### src/sns_params.svh
/*
 * Constants for the sequencer negative-input select register: its byte
 * address, reset value, field positions and widths, and the select codes.
 * Assumes it is included by bare name from the block's design files.
 */
`ifndef SNS_PARAMS_SVH
`define SNS_PARAMS_SVH

// Byte address and reset value of the select register.
`define SNS_REG_ADDR 32'h400680A0
`define SNS_REG_RESET 32'h00000000

// Bits that software may write; the top two are reserved and read zero.
`define SNS_WR_MASK 32'h3FFFFFFF
`define SNS_RSVD_MSB 31
`define SNS_RSVD_LSB 30
`define SNS_STORE_W 30

// Field widths: even inputs take four bits, odd inputs one bit.
`define SNS_EVEN_W 4
`define SNS_ODD_W 1

// Least significant bit of each input's field.
`define SNS_IN0_LSB 0
`define SNS_IN1_LSB 4
`define SNS_IN2_LSB 5
`define SNS_IN3_LSB 9
`define SNS_IN4_LSB 10
`define SNS_IN5_LSB 14
`define SNS_IN6_LSB 15
`define SNS_IN7_LSB 19
`define SNS_IN8_LSB 20
`define SNS_IN9_LSB 24
`define SNS_IN10_LSB 25
`define SNS_IN11_LSB 29

// Number of inputs this register covers and the select code limits.
`define SNS_NUM_INPUTS 12
`define SNS_LAST_INPUT 4'hB
`define SNS_CODE_LAST_AIN 4'h9

`endif

### src/sns_pkg.sv
/*
 * Types shared by the negative-input select block: the normalised
 * negative source code and the packed state of the top module.
 * Assumes sns_params.svh is compiled alongside it.
 */
package sns_pkg;

    // Normalised source code driven to the negative multiplexer.
    typedef enum logic [3:0] {
        SNS_SRC_REFN = 4'h0,
        SNS_SRC_REFP = 4'h1,
        SNS_SRC_IN1 = 4'h2,
        SNS_SRC_IN3 = 4'h3,
        SNS_SRC_IN5 = 4'h4,
        SNS_SRC_IN7 = 4'h5,
        SNS_SRC_IN9 = 4'h6,
        SNS_SRC_IN11 = 4'h7,
        SNS_SRC_IN13 = 4'h8,
        SNS_SRC_IN15 = 4'h9
    } sns_src_t;

    // All state of the top module.
    typedef struct packed {
        logic [29:0] sel;
        logic [31:0] rdata;
        sns_src_t mux_sel;
        logic mux_valid;
        logic mux_miss;
    } sns_state_t;

endpackage

### src/sns_neg_sel.sv
/*
 * Sequencer negative-input select register for analog inputs 0 to 11.
 * Software writes and reads it over a plain register port; when the
 * sequencer starts a conversion on one of these inputs, that input's
 * field is decoded and driven to the negative multiplexer.
 * Assumes the register port and the sequencer share CORE_CLK, so no
 * synchronisers are needed; inputs 12 to 15 are served elsewhere.
 */
// Our own choice: the plain strobed port.
`timescale 1ns/1ps
`default_nettype none
`include "sns_params.svh"

// Function
// - 32-bit register at fixed address, reserved zero
// - Field applied only when its input converts
// - Input 11 select in bit 29
// - Input 9 select in bit 24
// - Input 10 select in bits 28:25
// - Input 8 select in bits 23:20
// - Input 6 select in bits 18:15
// - Common four-bit decode, high codes negative reference
// - Input 2 select in bits 8:5
// - Fields read-write, reset to zero
module sns_neg_sel (
    // Clock and reset.
    input wire logic CORE_CLK,
    input wire logic SRST,
    // Register port.
    input wire logic [31:0] REG_ADDR,
    input wire logic [31:0] REG_WDATA,
    input wire logic REG_WR,
    input wire logic REG_RD,
    output logic [31:0] REG_RDATA,
    // Sequencer conversion request.
    input wire logic SEQ_CONV_START,
    input wire logic [3:0] SEQ_POS_CH,
    // Negative multiplexer control.
    output logic [3:0] NEG_MUX_SEL,
    output logic NEG_MUX_VALID,
    output logic NEG_MUX_MISS
);

    localparam int N = `SNS_NUM_INPUTS;
    // Least significant bit of each input's field in the register word.
    localparam int LSB [N] = '{
        `SNS_IN0_LSB,
        `SNS_IN1_LSB,
        `SNS_IN2_LSB,
        `SNS_IN3_LSB, `SNS_IN4_LSB, `SNS_IN5_LSB,
        `SNS_IN6_LSB,
        `SNS_IN7_LSB,
        `SNS_IN8_LSB,
        `SNS_IN9_LSB,
        `SNS_IN10_LSB,
        `SNS_IN11_LSB
    };

    sns_pkg::sns_state_t state_q;
    sns_pkg::sns_state_t state_d;
    logic wr_hit;
    logic rd_hit;
    logic [31:0] reg_word;
    sns_pkg::sns_src_t dec [N];

    // Address decode of the register port.
    sns_bus_dec u_bus_dec (
        .addr(REG_ADDR),
        .wr(REG_WR),
        .rd(REG_RD),
        .wr_hit(wr_hit),
        .rd_hit(rd_hit)
    );

    // Full register word with the reserved bits forced to zero.
    assign reg_word = {2'b00, state_q.sel};

    // One decoder per input; even inputs are four bits, odd inputs one.
    genvar gi;
    generate
        for (gi = 0; gi < N; gi++)
        begin : g_dec
            localparam int W = (gi % 2 == 0) ? `SNS_EVEN_W : `SNS_ODD_W;
            sns_field_dec #(
                .W(W)
            ) u_dec (
                .code(reg_word[LSB[gi] +: W]),
                .src(dec[gi])
            );
        end
    endgenerate

    // Next state: register writes, read data and multiplexer select.
    always_comb
    begin
        state_d = state_q;
        state_d.mux_valid = 1'b0;
        state_d.mux_miss = 1'b0;
        state_d.rdata = 32'h00000000;
        if (wr_hit)
        begin
            // Every field is writable; reserved bits are dropped.
            state_d.sel = REG_WDATA[`SNS_STORE_W-1:0];
        end
        if (rd_hit)
        begin
            state_d.rdata = reg_word;
        end
        if (SEQ_CONV_START)
        begin
            if (SEQ_POS_CH <= `SNS_LAST_INPUT)
            begin
                // The selected input's own field drives the multiplexer.
                state_d.mux_sel = dec[SEQ_POS_CH];
                state_d.mux_valid = 1'b1;
            end
            else
            begin
                // Inputs 12 to 15 belong to the companion register.
                state_d.mux_miss = 1'b1;
            end
        end
    end

    // State register with synchronous reset to all zeros.
    always_ff @(posedge CORE_CLK)
    begin
        if (SRST)
        begin
            state_q <= '0;
        end
        else
        begin
            state_q <= state_d;
        end
    end

    // Outputs straight from the state register.
    assign REG_RDATA = state_q.rdata;
    assign NEG_MUX_SEL = state_q.mux_sel;
    assign NEG_MUX_VALID = state_q.mux_valid;
    assign NEG_MUX_MISS = state_q.mux_miss;

    // Reference decode of a four-bit field, used by the checks below.
    function automatic logic [3:0] ref_dec4(input logic [3:0] c);
        logic [3:0] r;
        r = (c > 4'h9) ? 4'h0 : c;
        return r;
    endfunction
endmodule
`default_nettype wire

### src/sns_field_dec.sv
/*
 * Decoder for one select field, one or four bits wide, into the
 * normalised source code. Purely combinational; the caller registers it.
 */
`timescale 1ns/1ps
`default_nettype none
`include "sns_params.svh"

module sns_field_dec #(
    parameter int W = 4
) (
    // Raw field from the select register.
    input wire logic [W-1:0] code,
    // Normalised source code.
    output var sns_pkg::sns_src_t src
);

    generate
        if (W == 1)
        begin : g_bit
            // A single bit picks between the two references.
            always_comb
            begin
                src = code[0] ? sns_pkg::SNS_SRC_REFP : sns_pkg::SNS_SRC_REFN;
            end
        end
        else
        begin : g_nib
            // Codes above the last odd input fall back to the negative reference.
            always_comb
            begin
                if (code[3:0] <= `SNS_CODE_LAST_AIN)
                begin
                    src = sns_pkg::sns_src_t'(code[3:0]);
                end
                else
                begin
                    src = sns_pkg::SNS_SRC_REFN;
                end
            end
        end
    endgenerate

endmodule
`default_nettype wire

### src/sns_bus_dec.sv
/*
 * Address decode for the select register on the plain register port.
 * Assumes strobes are one cycle long and never both high at once.
 */
`timescale 1ns/1ps
`default_nettype none
`include "sns_params.svh"

module sns_bus_dec (
    // Register port request.
    input wire logic [31:0] addr,
    input wire logic wr,
    input wire logic rd,
    // Decoded strobes.
    output logic wr_hit,
    output logic rd_hit
);

    // Only the one fixed address is mapped.
    always_comb
    begin
        wr_hit = wr && (addr == `SNS_REG_ADDR);
        rd_hit = rd && (addr == `SNS_REG_ADDR);
    end

endmodule
`default_nettype wire

### config.mk
export PLATFORM = sky130hd
export DESIGN_NAME = sns_neg_sel
export DESIGN_NICKNAME = d
export VERILOG_FILES = /design/src/sns_pkg.sv /design/src/sns_neg_sel.sv /design/src/sns_field_dec.sv /design/src/sns_bus_dec.sv
export VERILOG_INCLUDE_DIRS = /design/src
export SDC_FILE = /design/constraint.sdc
export NUM_CORES = 1
export LEC_CHECK = 0
export BUFFER_PORTS_ARGS = -buffer_cell sky130_fd_sc_hd__buf_2
export CELL_PAD_IN_SITES_DETAIL_PLACEMENT = 1
export CELL_PAD_IN_SITES_GLOBAL_PLACEMENT = 1
export CORE_UTILIZATION = 33
export CTS_CLUSTER_SIZE = 8
export DETAILED_ROUTE_END_ITERATION = 10
export PLACE_DENSITY = 0.72
export SYNTH_ARGS = -nofsm -noshare
export SYNTH_HDL_FRONTEND = slang
export SYNTH_HIERARCHICAL = 1
export SYNTH_SLANG_ARGS = --single-unit
### constraint.sdc
create_clock -name CORE_CLK -period 1.67 [get_ports CORE_CLK]
set_input_delay 0.334 -clock CORE_CLK [delete_from_list [all_inputs] [get_ports CORE_CLK]]
set_output_delay 0.334 -clock CORE_CLK [all_outputs]
set_load 0.01 [all_outputs]
==> reports/metrics.cfg, run 1 <==
[synthesis]
yosys_warnings = 6
avgSynthCellArea_um2 = 10.6
seq_area_frac_synth_pct = 44.2
count_of_flip_flops_with_a_built_in_enable_after_synthesis = 0
ys_dominant_reg_cell = sky130_fd_sc_hd__dfxtp_1
async_reset_ff_share_pct = 0
yosysUniqueCellTypes = 29
syn_inst = 283
synth.cell_area_um2 = 2990
synth_seq_cells = 66

[clocking]
clkLatencyLatePin_ns = 0.34
clk_buf_depth = 2
clk_root_buffer_cell = sky130_fd_sc_hd__clkbuf_8
cts_inserted_buffers = 9
cts_hold_buffers = 0
h-tree-depth = 3
clkSlewWorstSetupHoldPaths_ns = 0.08
tritoncts = yes
total_number_of_clock_tree_sinks = 66
post_cts_buffers = 0

[critical_path]
worstSetupPathType = flop to flop
timing.critical_path.slowest_stage_cell = sky130_fd_sc_hd__mux4_2
critPathLaunchType = flop
kind_of_cell_adding_the_most_delay_to_the_critical_path = multiplexers
r2r_slack_ns = 0.08
r2r_end = NEG_MUX_SEL[0]$_SDFFE_PP0P_
critical_path.n_buffers_inverters = 0
cpPeakStageDelay_ns = 0.50
worst-r2r-cell-count = 5
critical_path.max_fanout = 2
critical_path.endpoint_type = flop
cp_cell_sequence = o21ai_1 -> and2_1 -> mux4_2 -> a22oi_1 -> o311ai_1
arr_time_crit_path_ns = 1.80
cp_data_required_time_ns = 1.88
worstReg2RegStart = reg_word[1]$_SDFFE_PP0P_

[run_status]
status = finished clean

[grt]
number_of_global_route_vias_before_repair = 2366
grt_max_degree = 19
global_route_wire_length_before_repair_mm = 11.6
initial_antenna_violation_count = 1
gr-total-overflow = 0
track_usage_pct = 15.4

[placement]
replace_congestion = 0.711
hpwl_mm = 5.45
post-place-cells = 489
placement.io_buffers = 106

[timing]
final_min_period_over_clock_period_pct = 95.1
finalHoldWorstSlack_ns = 0.227
setup_viol = 0
rsz0062_at_grt = false
finalSetupTns_ns = 0
hold_viol = 0
max_freq_mhz = 630
skew_ns = 0.00974
drv_slew = 0
timing.final.crit_period_ns = 1.59

[power]
power.ir.vdd_worst_v = 0.000418
cellLeakagePower_uw = 0.00172
p_per_area_nw_per_um2 = 815

[floorplanning]
die_extent_in_x_um = 97.2
coreArea_um2 = 8760
initial_core_util_pct = 34.1
floorplan.die.height_um = 97.2
rows = 34
fp.dieArea_um2 = 9440
design.portCount = 111

[route]
viasPerCell = 4.60
route.detailed.wl_per_inst_um = 13.7
vias = 2324
ant_nets = 0
detail_route.drc_violations = 0
drtPass1Iterations = 4
totalWireLength_mm = 6.90
detailedRoute.firstIterationViolations = 39

[worst_hold_path]
min-delay-start = REG_WDATA[4]
hp-class = primary input to flop
holdPathEnd = reg_word[4]$_SDFFE_PP0P_
instance_count_along_the_most_critical_hold_path = 3

[cells_and_area]
fraction_of_layout_instances_using_a_drive_strength_above_1_pct = 42.1
final_cell_mix = 106 x sky130_fd_sc_hd__buf_2, 64 x sky130_fd_sc_hd__dfxtp_1, 37 x sky130_fd_sc_hd__and2_1, 31 x sky130_fd_sc_hd__nor2_1, 30 x sky130_fd_sc_hd__mux2i_1
layout.cells.non_filler = 505
diodes = 0
fillerInstances = 1019
layout_commonest_cell = sky130_fd_sc_hd__buf_2
syn2layout_area_growth_pct = 27.0
num-nets-final = 465

[job]
max-cap-violations = 0

## power by group
| group | internal, µW | leakage [µW] | switching (µW) |
|---|---|---|---|
| clock network | 686 | 0.0000990 | 624 |
| registers | 1580 | 0.000533 | 2.51 |
| logic | 112 | 0.00109 | 91.4 |
## per-layer routing
metal	routed length [µm]	part of all wire [%]	up-vias	track usage, %
met5	13	0.19	-	0
met4	72	1.0	2	4.36
met3	399	5.8	12	5.18
met2	3310	48	71	25.2
met1	3100	45	1105	19.3
li1	-	-	1134	-
## cell usage after synthesis (3+ instances only)
library cell               number  area, µm²
sky130_fd_sc_hd__and2_1        37        231
sky130_fd_sc_hd__buf_4         26        195
sky130_fd_sc_hd__o21ai_1        6       30.0
sky130_fd_sc_hd__nand2_1        5       18.8
sky130_fd_sc_hd__clkbuf_1       8       30.0
sky130_fd_sc_hd__nor3b_1        6       45.0
sky130_fd_sc_hd__nor2_1        31        116
sky130_fd_sc_hd__nor4b_1        3       26.3
sky130_fd_sc_hd__conb_1         7       26.3
sky130_fd_sc_hd__and2b_2       12        105
sky130_fd_sc_hd__buf_2          4       20.0
sky130_fd_sc_hd__mux4_1         6        158
sky130_fd_sc_hd__nor4bb_1       3       30.0
sky130_fd_sc_hd__mux2i_1       30        300
sky130_fd_sc_hd__dfxtp_1       66       1320
sky130_fd_sc_hd__inv_1          6       22.5
sky130_fd_sc_hd__a22oi_1        4       30.0
sky130_fd_sc_hd__mux4_2         6        135
## worst max path at each step
stage,startpoint,endpoint,cells after the start
global placement,REG_ADDR[28],reg_word[1]$_SDFFE_PP0P_,7
finish,reg_word[1]$_SDFFE_PP0P_,NEG_MUX_SEL[0]$_SDFFE_PP0P_,5
floorplan,REG_ADDR[12],reg_word[0]$_SDFFE_PP0P_,7
detailed placement,REG_ADDR[12],reg_word[22]$_SDFFE_PP0P_,7
global route,reg_word[2]$_SDFFE_PP0P_,NEG_MUX_SEL[0]$_SDFFE_PP0P_,5
CTS,reg_word[3]$_SDFFE_PP0P_,NEG_MUX_SEL[0]$_SDFFE_PP0P_,5
## registers in the layout, indices dropped and copies added, names as in the netlist
name,cells
NEG_MUX_SEL,4
REG_RDATA,30
NEG_MUX_VALID,1
reg_word,30
NEG_MUX_MISS,1
## cell type report
class                   instances  area [µm²]  area share, %
multi-input cells             185        1440           38.0
flip-flops and latches         66        1320           34.9
repair buffers                124         678           17.9
well taps                     108         135           3.56
clock buffers                   9         124           3.26
clock inverters                 7        70.1           1.85
inverters                       6        22.5          0.593
## per-stage QoR
step,setup slack [ns],total power [µW],util (%),cell area [µm²]
after detailed placement,-0.190,1820,41.1,3600
after global placement,-0.151,1810,41.1,3600
after CTS,0.0259,3150,43.3,3790
after floorplan,0.0492,1730,-,3040
after global routing,0.00167,3240,43.3,3790
final,0.0815,3090,43.3,3790
## logic make-up (layout without fill, tap and decap cells)
logic type / count (synthesis) / count (layout) / synth area share [%]
AO/OA/AOI/OAI: 15 / 15 / 3.35
other: 7 / 20 / 0.879
AND/OR/NAND/NOR: 108 / 108 / 22.4
flip-flops: 66 / 66 / 44.2
multiplexers: 42 / 42 / 19.8
buffers and inverters: 45 / 146 / 9.33
## what timing repair did
action / CTS / global route
resized for setup: 2 / 3
pin swaps: 0 / 0
endpoints found under the setup margin: 1 / 2
## tightest hold or removal path: cells and delay by family
family / cells / cell delay (ns)
buffers and inverters: 1 / 0.07
muxes: 1 / 0.05
and+or+nand+nor: 1 / 0.07
(Power assumes the default switching activity.)
==> run 2: changes to the inputs <==
--- a/config.mk
+++ b/config.mk
@@ -12,8 +12,8 @@
 export CORE_UTILIZATION = 33
 export CTS_CLUSTER_SIZE = 8
 export DETAILED_ROUTE_END_ITERATION = 10
-export PLACE_DENSITY = 0.72
+export MAX_ROUTING_LAYER = met4
+export PLACE_DENSITY = 0.73
 export SYNTH_ARGS = -nofsm -noshare
 export SYNTH_HDL_FRONTEND = slang
-export SYNTH_HIERARCHICAL = 1
 export SYNTH_SLANG_ARGS = --single-unit
==> reports/metrics.cfg, run 2 <==
[floorplanning]
coreArea_um2 = 8680  ; -0.97%
design.portCount = 111  ; unchanged
fp.dieArea_um2 = 9280  ; -1.7%
initial_core_util_pct = 33.9  ; -0.26 points
floorplan.die.height_um = 96.4  ; -0.85%
rows = 34  ; unchanged
die_extent_in_x_um = 96.4  ; -0.85%

[grt]
gr-total-overflow = 0  ; unchanged
track_usage_pct = 17.9  ; +2.5 points
global_route_wire_length_before_repair_mm = 12.0  ; +3.7%
number_of_global_route_vias_before_repair = 2499  ; +5.6%
initial_antenna_violation_count = 0  ; -1
grt_max_degree = 65  ; +46

[synthesis]
yosys_warnings = 0  ; -6
netlist.area_leader.share_pct = 45.0  ; +0.77 points
async_reset_ff_share_pct = 0  ; unchanged
synth.cell_area_um2 = 2940  ; -1.7%
synth_top_family_by_area = simple AND/OR/NAND/NOR gates
synth_commonest_cells = 66 x sky130_fd_sc_hd__dfxtp_1, 64 x sky130_fd_sc_hd__nand2b_1, 30 x sky130_fd_sc_hd__and2_1, 30 x sky130_fd_sc_hd__mux2i_1
synth_seq_cells = 66  ; unchanged
syn_inst = 287  ; +1.4%
post_synth_adder_cell_area_pct = 0  ; unchanged
yosysUniqueCellTypes = 43  ; +48%
most_instantiated_library_cell_after_synthesis = sky130_fd_sc_hd__dfxtp_1
synth.area.mux_share_pct = 10.2  ; -9.6 points
synthXorXnorAreaFrac_pct = 0  ; unchanged
synthTopCellsByArea = sky130_fd_sc_hd__dfxtp_1 45%, sky130_fd_sc_hd__nand2b_1 14%, sky130_fd_sc_hd__mux2i_1 10%
count_of_flip_flops_with_a_built_in_enable_after_synthesis = 0  ; unchanged
yosys.area.top_type = sky130_fd_sc_hd__dfxtp_1
seq_area_frac_synth_pct = 45.0  ; +0.77 points
ys_dominant_reg_cell = sky130_fd_sc_hd__dfxtp_1
fraction_of_the_mapped_netlist_area_in_simple_logic_gates_pct = 31.3  ; +8.9 points
synth_compound_area_share_pct = 8.39  ; +5.0 points
avgSynthCellArea_um2 = 10.2  ; -3.1%

[timing]
max_freq_mhz = 663  ; +5.3%
final_min_period_over_clock_period_pct = 90.4  ; -4.8 points
setup_viol = 0  ; unchanged
finalHoldWorstSlack_ns = 0.245  ; +0.0186 ns
rsz0062_at_grt = false
timing.final.crit_period_ns = 1.51  ; -0.0797 ns
skew_ns = 0.00906  ; -0.000676 ns
hold_viol = 0  ; unchanged
drv_slew = 0  ; unchanged
layout_setup_ws_ns = 0.161  ; +0.0797 ns

[cells_and_area]
final_cell_mix = 106 x sky130_fd_sc_hd__buf_2, 66 x sky130_fd_sc_hd__dfxtp_1, 64 x sky130_fd_sc_hd__nand2b_1, 30 x sky130_fd_sc_hd__and2_1, 30 x sky130_fd_sc_hd__mux2i_1
layout_commonest_cell = sky130_fd_sc_hd__buf_2
num-nets-final = 464  ; -0.22%
syn2layout_area_growth_pct = 28.9
layout.cells.non_filler = 504  ; -0.20%
diodes = 0  ; unchanged
fraction_of_layout_instances_using_a_drive_strength_above_1_pct = 34.3  ; -7.7 points

[clocking]
clkLatencyLatePin_ns = 0.34  ; about the same
cts_inserted_buffers = 9  ; unchanged
cts_hold_buffers = 0  ; unchanged
post_cts_buffers = 0  ; unchanged
clk_root_buffer_cell = sky130_fd_sc_hd__clkbuf_8
tritoncts = yes
clk_buf_depth = 2  ; unchanged
clkSlewWorstSetupHoldPaths_ns = 0.07  ; about the same
h-tree-depth = 3  ; unchanged
total_number_of_clock_tree_sinks = 66  ; unchanged
resized_cells_post_cts = 0  ; -2

[placement]
hpwl_mm = 5.34  ; -2.0%
replace_congestion = 0.755  ; +6.1%
placement.io_buffers = 106  ; unchanged
post-place-cells = 488  ; -0.20%
post_placement_worst_setup_slack_ns = -0.217  ; -0.0274 ns

[critical_path]
critPathLaunchType = primary input
critical_path.endpoint_type = flop
cpPeakStageDelay_ns = 0.30  ; -0.20 ns
critical_path.max_fanout = 30  ; +28
worstSetupPathType = primary input to flop
timing.critical_path.slowest_stage_cell = sky130_fd_sc_hd__nor4b_1
arr_time_crit_path_ns = 1.77  ; -0.03 ns
cp_cell_sequence = buf_2 -> nor4b_1 -> nand4_1 -> nor3_4 -> buf_12 -> mux2i_1
cp_data_required_time_ns = 1.93  ; +0.05 ns

[power]
p_per_area_nw_per_um2 = 863  ; +5.9%
power.ir.vdd_worst_v = 0.000387  ; -7.2%
cellLeakagePower_uw = 0.00157  ; -8.8%
power.total_uw = 3270  ; +5.7%

[route]
ant_nets = 0  ; unchanged
drtPass1Iterations = 4  ; unchanged
vias = 2369  ; +1.9%
detail_route.drc_violations = 0  ; unchanged
viasPerCell = 4.70  ; +2.1%
route.detailed.wl_per_inst_um = 14.7  ; +7.9%
detailedRoute.firstIterationViolations = 49  ; +26%
totalWireLength_mm = 7.43  ; +7.7%

[worst_hold_path]
hp-class = primary input to flop

[run_status]
status = finished clean

[job]
max-cap-violations = 0  ; unchanged

## run 2: cell types whose count changed in the layout (fill, tap and decap cells not counted), sizes merged, moves of 5 or more
cell	before	now
nor2	31	2
nand2b	1	64
buf	124	112
conb	20	2
mux4	12	0
and2	37	30
and2b	12	0
clkinv	5	0
clkbuf	9	15
## run 2: logic make-up after synthesis
family,count (synthesis)
other cells,1
mux,30
compound gates,34
flops,66
buf+inv,24
simple gates,132
## run 2: final cells by class
| type | instances | area (µm²) |
|---|---|---|
| fillers | 1036 | 4890 |
| multi-input cells | 198 | 1470 |
| flip-flops and latches | 66 | 1320 |
| repair buffers | 112 | 626 |
| clock buffers | 15 | 186 |
| well taps | 108 | 135 |
| clock inverters | 1 | 30.0 |
| inverters | 4 | 15.0 |
## run 2: routing by layer
layer | track usage [%] | wire (µm)
met2 | 29.1 | 3650
met3 | 4.27 | 369
met4 | 8.70 | 160
met5 | - | 0
met1 | 20.6 | 3240
## run 2: critical path, delay by kind of cell
kind	cells	cell delay, ns
mux	1	0.24
buf+inv	2	0.37
simple gates	3	0.83
## run 2: worst paths after layout
check | from | endpoint | slack, ns | depth (start not counted)
worst max-delay path | REG_ADDR[9] | reg_word[4]$_SDFFE_PP0P_ | 0.16 | 6
worst max register to register | reg_word[16]$_SDFFE_PP0P_ | NEG_MUX_SEL[3]$_SDFFE_PP0P_ | 0.30 | 3
worst min register to register | reg_word[20]$_SDFFE_PP0P_ | REG_RDATA[20]$_SDFF_PP0_ | 0.49 | 1
worst min-delay path | REG_WDATA[8] | reg_word[8]$_SDFFE_PP0P_ | 0.25 | 3
## run 2: through the flow
step	setup TNS (ns)	util, %	cell area [µm²]
2_1_floorplan	0	-	2940
3_5_place_dp	-8.74	41.1	3570
3_3_place_gp	-3.34	41.1	3570
4_1_cts	0	43.6	3790
6_report	0	43.6	3790
5_1_grt	0	43.6	3790
## run 2: where the power goes
group	switching (µW)	total, µW	internal (µW)
Clock	595	1450	856
Combinational	107	236	128
Sequential	3.01	1580	1580
Total	706	3270	2560
==> run 3: changes to the inputs <==
--- a/config.mk
+++ b/config.mk
@@ -9,11 +9,12 @@
 export BUFFER_PORTS_ARGS = -buffer_cell sky130_fd_sc_hd__buf_2
 export CELL_PAD_IN_SITES_DETAIL_PLACEMENT = 1
 export CELL_PAD_IN_SITES_GLOBAL_PLACEMENT = 1
-export CORE_UTILIZATION = 33
+export CORE_ASPECT_RATIO = 1.25
+export CORE_UTILIZATION = 36
 export CTS_CLUSTER_SIZE = 8
 export DETAILED_ROUTE_END_ITERATION = 10
 export MAX_ROUTING_LAYER = met4
-export PLACE_DENSITY = 0.73
+export PLACE_DENSITY = 0.76
 export SYNTH_ARGS = -nofsm -noshare
 export SYNTH_HDL_FRONTEND = slang
 export SYNTH_SLANG_ARGS = --single-unit
==> constraint.sdc (replaced) <==
create_clock -name CORE_CLK -period 1.5 [get_ports CORE_CLK]
set_input_delay 0.3 -clock CORE_CLK [delete_from_list [all_inputs] [get_ports CORE_CLK]]
set_output_delay 0.3 -clock CORE_CLK [all_outputs]
set_load 0.01 [all_outputs]
==> reports/metrics.cfg, run 3 (synthesis gave the netlist of run 2 again) <==
[run_status]
status = finished clean

[placement]
post_placement_worst_setup_slack_ns = -0.323  ; -0.106 ns
replace_congestion = 0.761  ; +0.81%
post-place-cells = 483  ; -1.0%
hpwl_mm = 5.44  ; +1.8%
placement.io_buffers = 106  ; unchanged

[clocking]
cts_inserted_buffers = 9  ; unchanged
clk_buf_depth = 2  ; unchanged
clkLatencyLatePin_ns = 0.34  ; about the same
clkSlewWorstSetupHoldPaths_ns = 0.07  ; about the same
clk_root_buffer_cell = sky130_fd_sc_hd__clkbuf_8
total_number_of_clock_tree_sinks = 66  ; unchanged
cts_hold_buffers = 0  ; unchanged
h-tree-depth = 3  ; unchanged
tritoncts = yes

[floorplanning]
floorplan.die.height_um = 103  ; +6.9%
rows = 36  ; +5.9%
die_extent_in_x_um = 82.8  ; -14%
coreArea_um2 = 7840  ; -9.7%
design.portCount = 111  ; unchanged
initial_core_util_pct = 37.5  ; +3.6 points
fp.dieArea_um2 = 8530  ; -8.1%

[route]
viasPerCell = 4.98  ; +5.9%
route.detailed.wl_per_inst_um = 15.2  ; +3.2%
detailedRoute.firstIterationViolations = 100  ; +100%
vias = 2498  ; +5.4%
totalWireLength_mm = 7.63  ; +2.8%
detail_route.drc_violations = 0  ; unchanged
drtPass1Iterations = 4  ; unchanged
ant_nets = 0  ; unchanged

[grt]
gr-total-overflow = 0  ; unchanged
grt_use_met2_pct = 33.2  ; +4.0 points
gr-usage-met1_pct = 19.3  ; -1.4 points
busiest_layer = met2
number_of_global_route_vias_before_repair = 2572  ; +2.9%
global_route.usage.met3_pct = 3.68  ; -0.58 points
grt_max_degree = 50  ; -23%
initial_antenna_violation_count = 0  ; unchanged
global_route_wire_length_before_repair_mm = 11.8  ; -1.1%
track_usage_pct = 18.2  ; +0.30 points

[timing]
max_freq_mhz = 697
layout_setup_ws_ns = 0.0652  ; -0.0959 ns
skew_ns = 0.00813  ; -0.000929 ns
drv_slew = 0  ; unchanged
finalSetupTns_ns = 0  ; unchanged
finalHoldWorstSlack_ns = 0.221  ; -0.0246 ns
final_min_period_over_clock_period_pct = 95.7
timing.final.crit_period_ns = 1.43
hold_viol = 0  ; unchanged
setup_viol = 0  ; unchanged

[job]
max-cap-violations = 0  ; unchanged

[cells_and_area]
fraction_of_layout_instances_using_a_drive_strength_above_1_pct = 37.3  ; +3.0 points
layout.cells.non_filler = 502  ; -0.40%
syn2layout_area_growth_pct = 30.4
final_cell_mix = 106 x sky130_fd_sc_hd__buf_2, 66 x sky130_fd_sc_hd__dfxtp_1, 64 x sky130_fd_sc_hd__nand2b_1, 30 x sky130_fd_sc_hd__and2_1, 29 x sky130_fd_sc_hd__mux2i_1
num-nets-final = 475  ; +2.4%
final_core_utilization_pct = 48.9  ; +5.2 points
layout_commonest_cell = sky130_fd_sc_hd__buf_2
diodes = 0  ; unchanged

[critical_path]
worstSetupPathType = primary input to flop
critical_path.endpoint_type = flop
critPathLaunchType = primary input
arr_time_crit_path_ns = 1.70  ; -0.07 ns
critical_path.max_fanout = 15  ; -50%
cp_data_required_time_ns = 1.76  ; -0.17 ns

[worst_hold_path]
hp-class = primary input to flop

[power]
power.ir.vdd_worst_v = 0.000408  ; +5.2%
cellLeakagePower_uw = 0.00161  ; +2.9%
p_per_area_nw_per_um2 = 884  ; +2.4%

[run 3: changes by cell type in the layout (fill, tap and decap cells not counted), sizes merged]
cell,change
bufinv,-1
clkbuf,-2
clkinvlp,+1
clkinv,+3
buf,+10
[run 3: per-layer routing]
metal / wire length [µm] / share of wire, % / up-vias
met1: 3110 / 41 / 1185
met2: 4010 / 53 / 88
met5: 0 / 0 / -
met3: 362 / 4.7 / 10
met4: 150 / 2.0 / 0
li1: - / - / 1215
[run 3: worst paths after layout]
check	cells past startpoint	slack, ns	end	start
setup / recovery	8	0.07	reg_word[8]$_SDFFE_PP0P_	REG_ADDR[10]
hold / removal	3	0.22	reg_word[24]$_SDFFE_PP0P_	REG_WDATA[24]
setup reg to reg	4	0.12	NEG_MUX_SEL[1]$_SDFFE_PP0P_	reg_word[23]$_SDFFE_PP0P_
hold reg to reg	2	0.49	reg_word[25]$_SDFFE_PP0P_	reg_word[25]$_SDFFE_PP0P_
[run 3: metrics by stage]
stage	instance area, µm²	power [µW]
finish	3830	3390
global route	3830	3540
CTS	3760	3420
detailed placement	3580	2060
global placement	3580	2060
floorplan	2940	1930
[run 3: timing repair]
item                                    CTS  global route
resized for setup                         0             6
endpoints found under the setup margin    0            35
setup buffers                             0             2
[run 3: final cells by class]
type	instances	area, µm²
clock inverter	4	26.3
inverter	4	15.0
multi-input combinational	198	1510
fill	942	4010
clock buffer	12	155
timing repair buffer	123	688
sequential	66	1320
tap	95	119
[run 3: worst max-delay path, stage by stage]
cell and delay, ns:
sky130_fd_sc_hd__buf_2 0.10, sky130_fd_sc_hd__nor4_2 0.26, sky130_fd_sc_hd__nand4_1 0.12, sky130_fd_sc_hd__buf_4 0.17, sky130_fd_sc_hd__nor3_4 0.18, sky130_fd_sc_hd__buf_4 0.16, sky130_fd_sc_hd__clkbuf_16 0.20, sky130_fd_sc_hd__mux2i_1 0.19
[run 3: power breakdown]
part | internal, µW | switching, µW
Sequential | 1760 | 3.47
Clock | 688 | 668
Combinational | 143 | 126
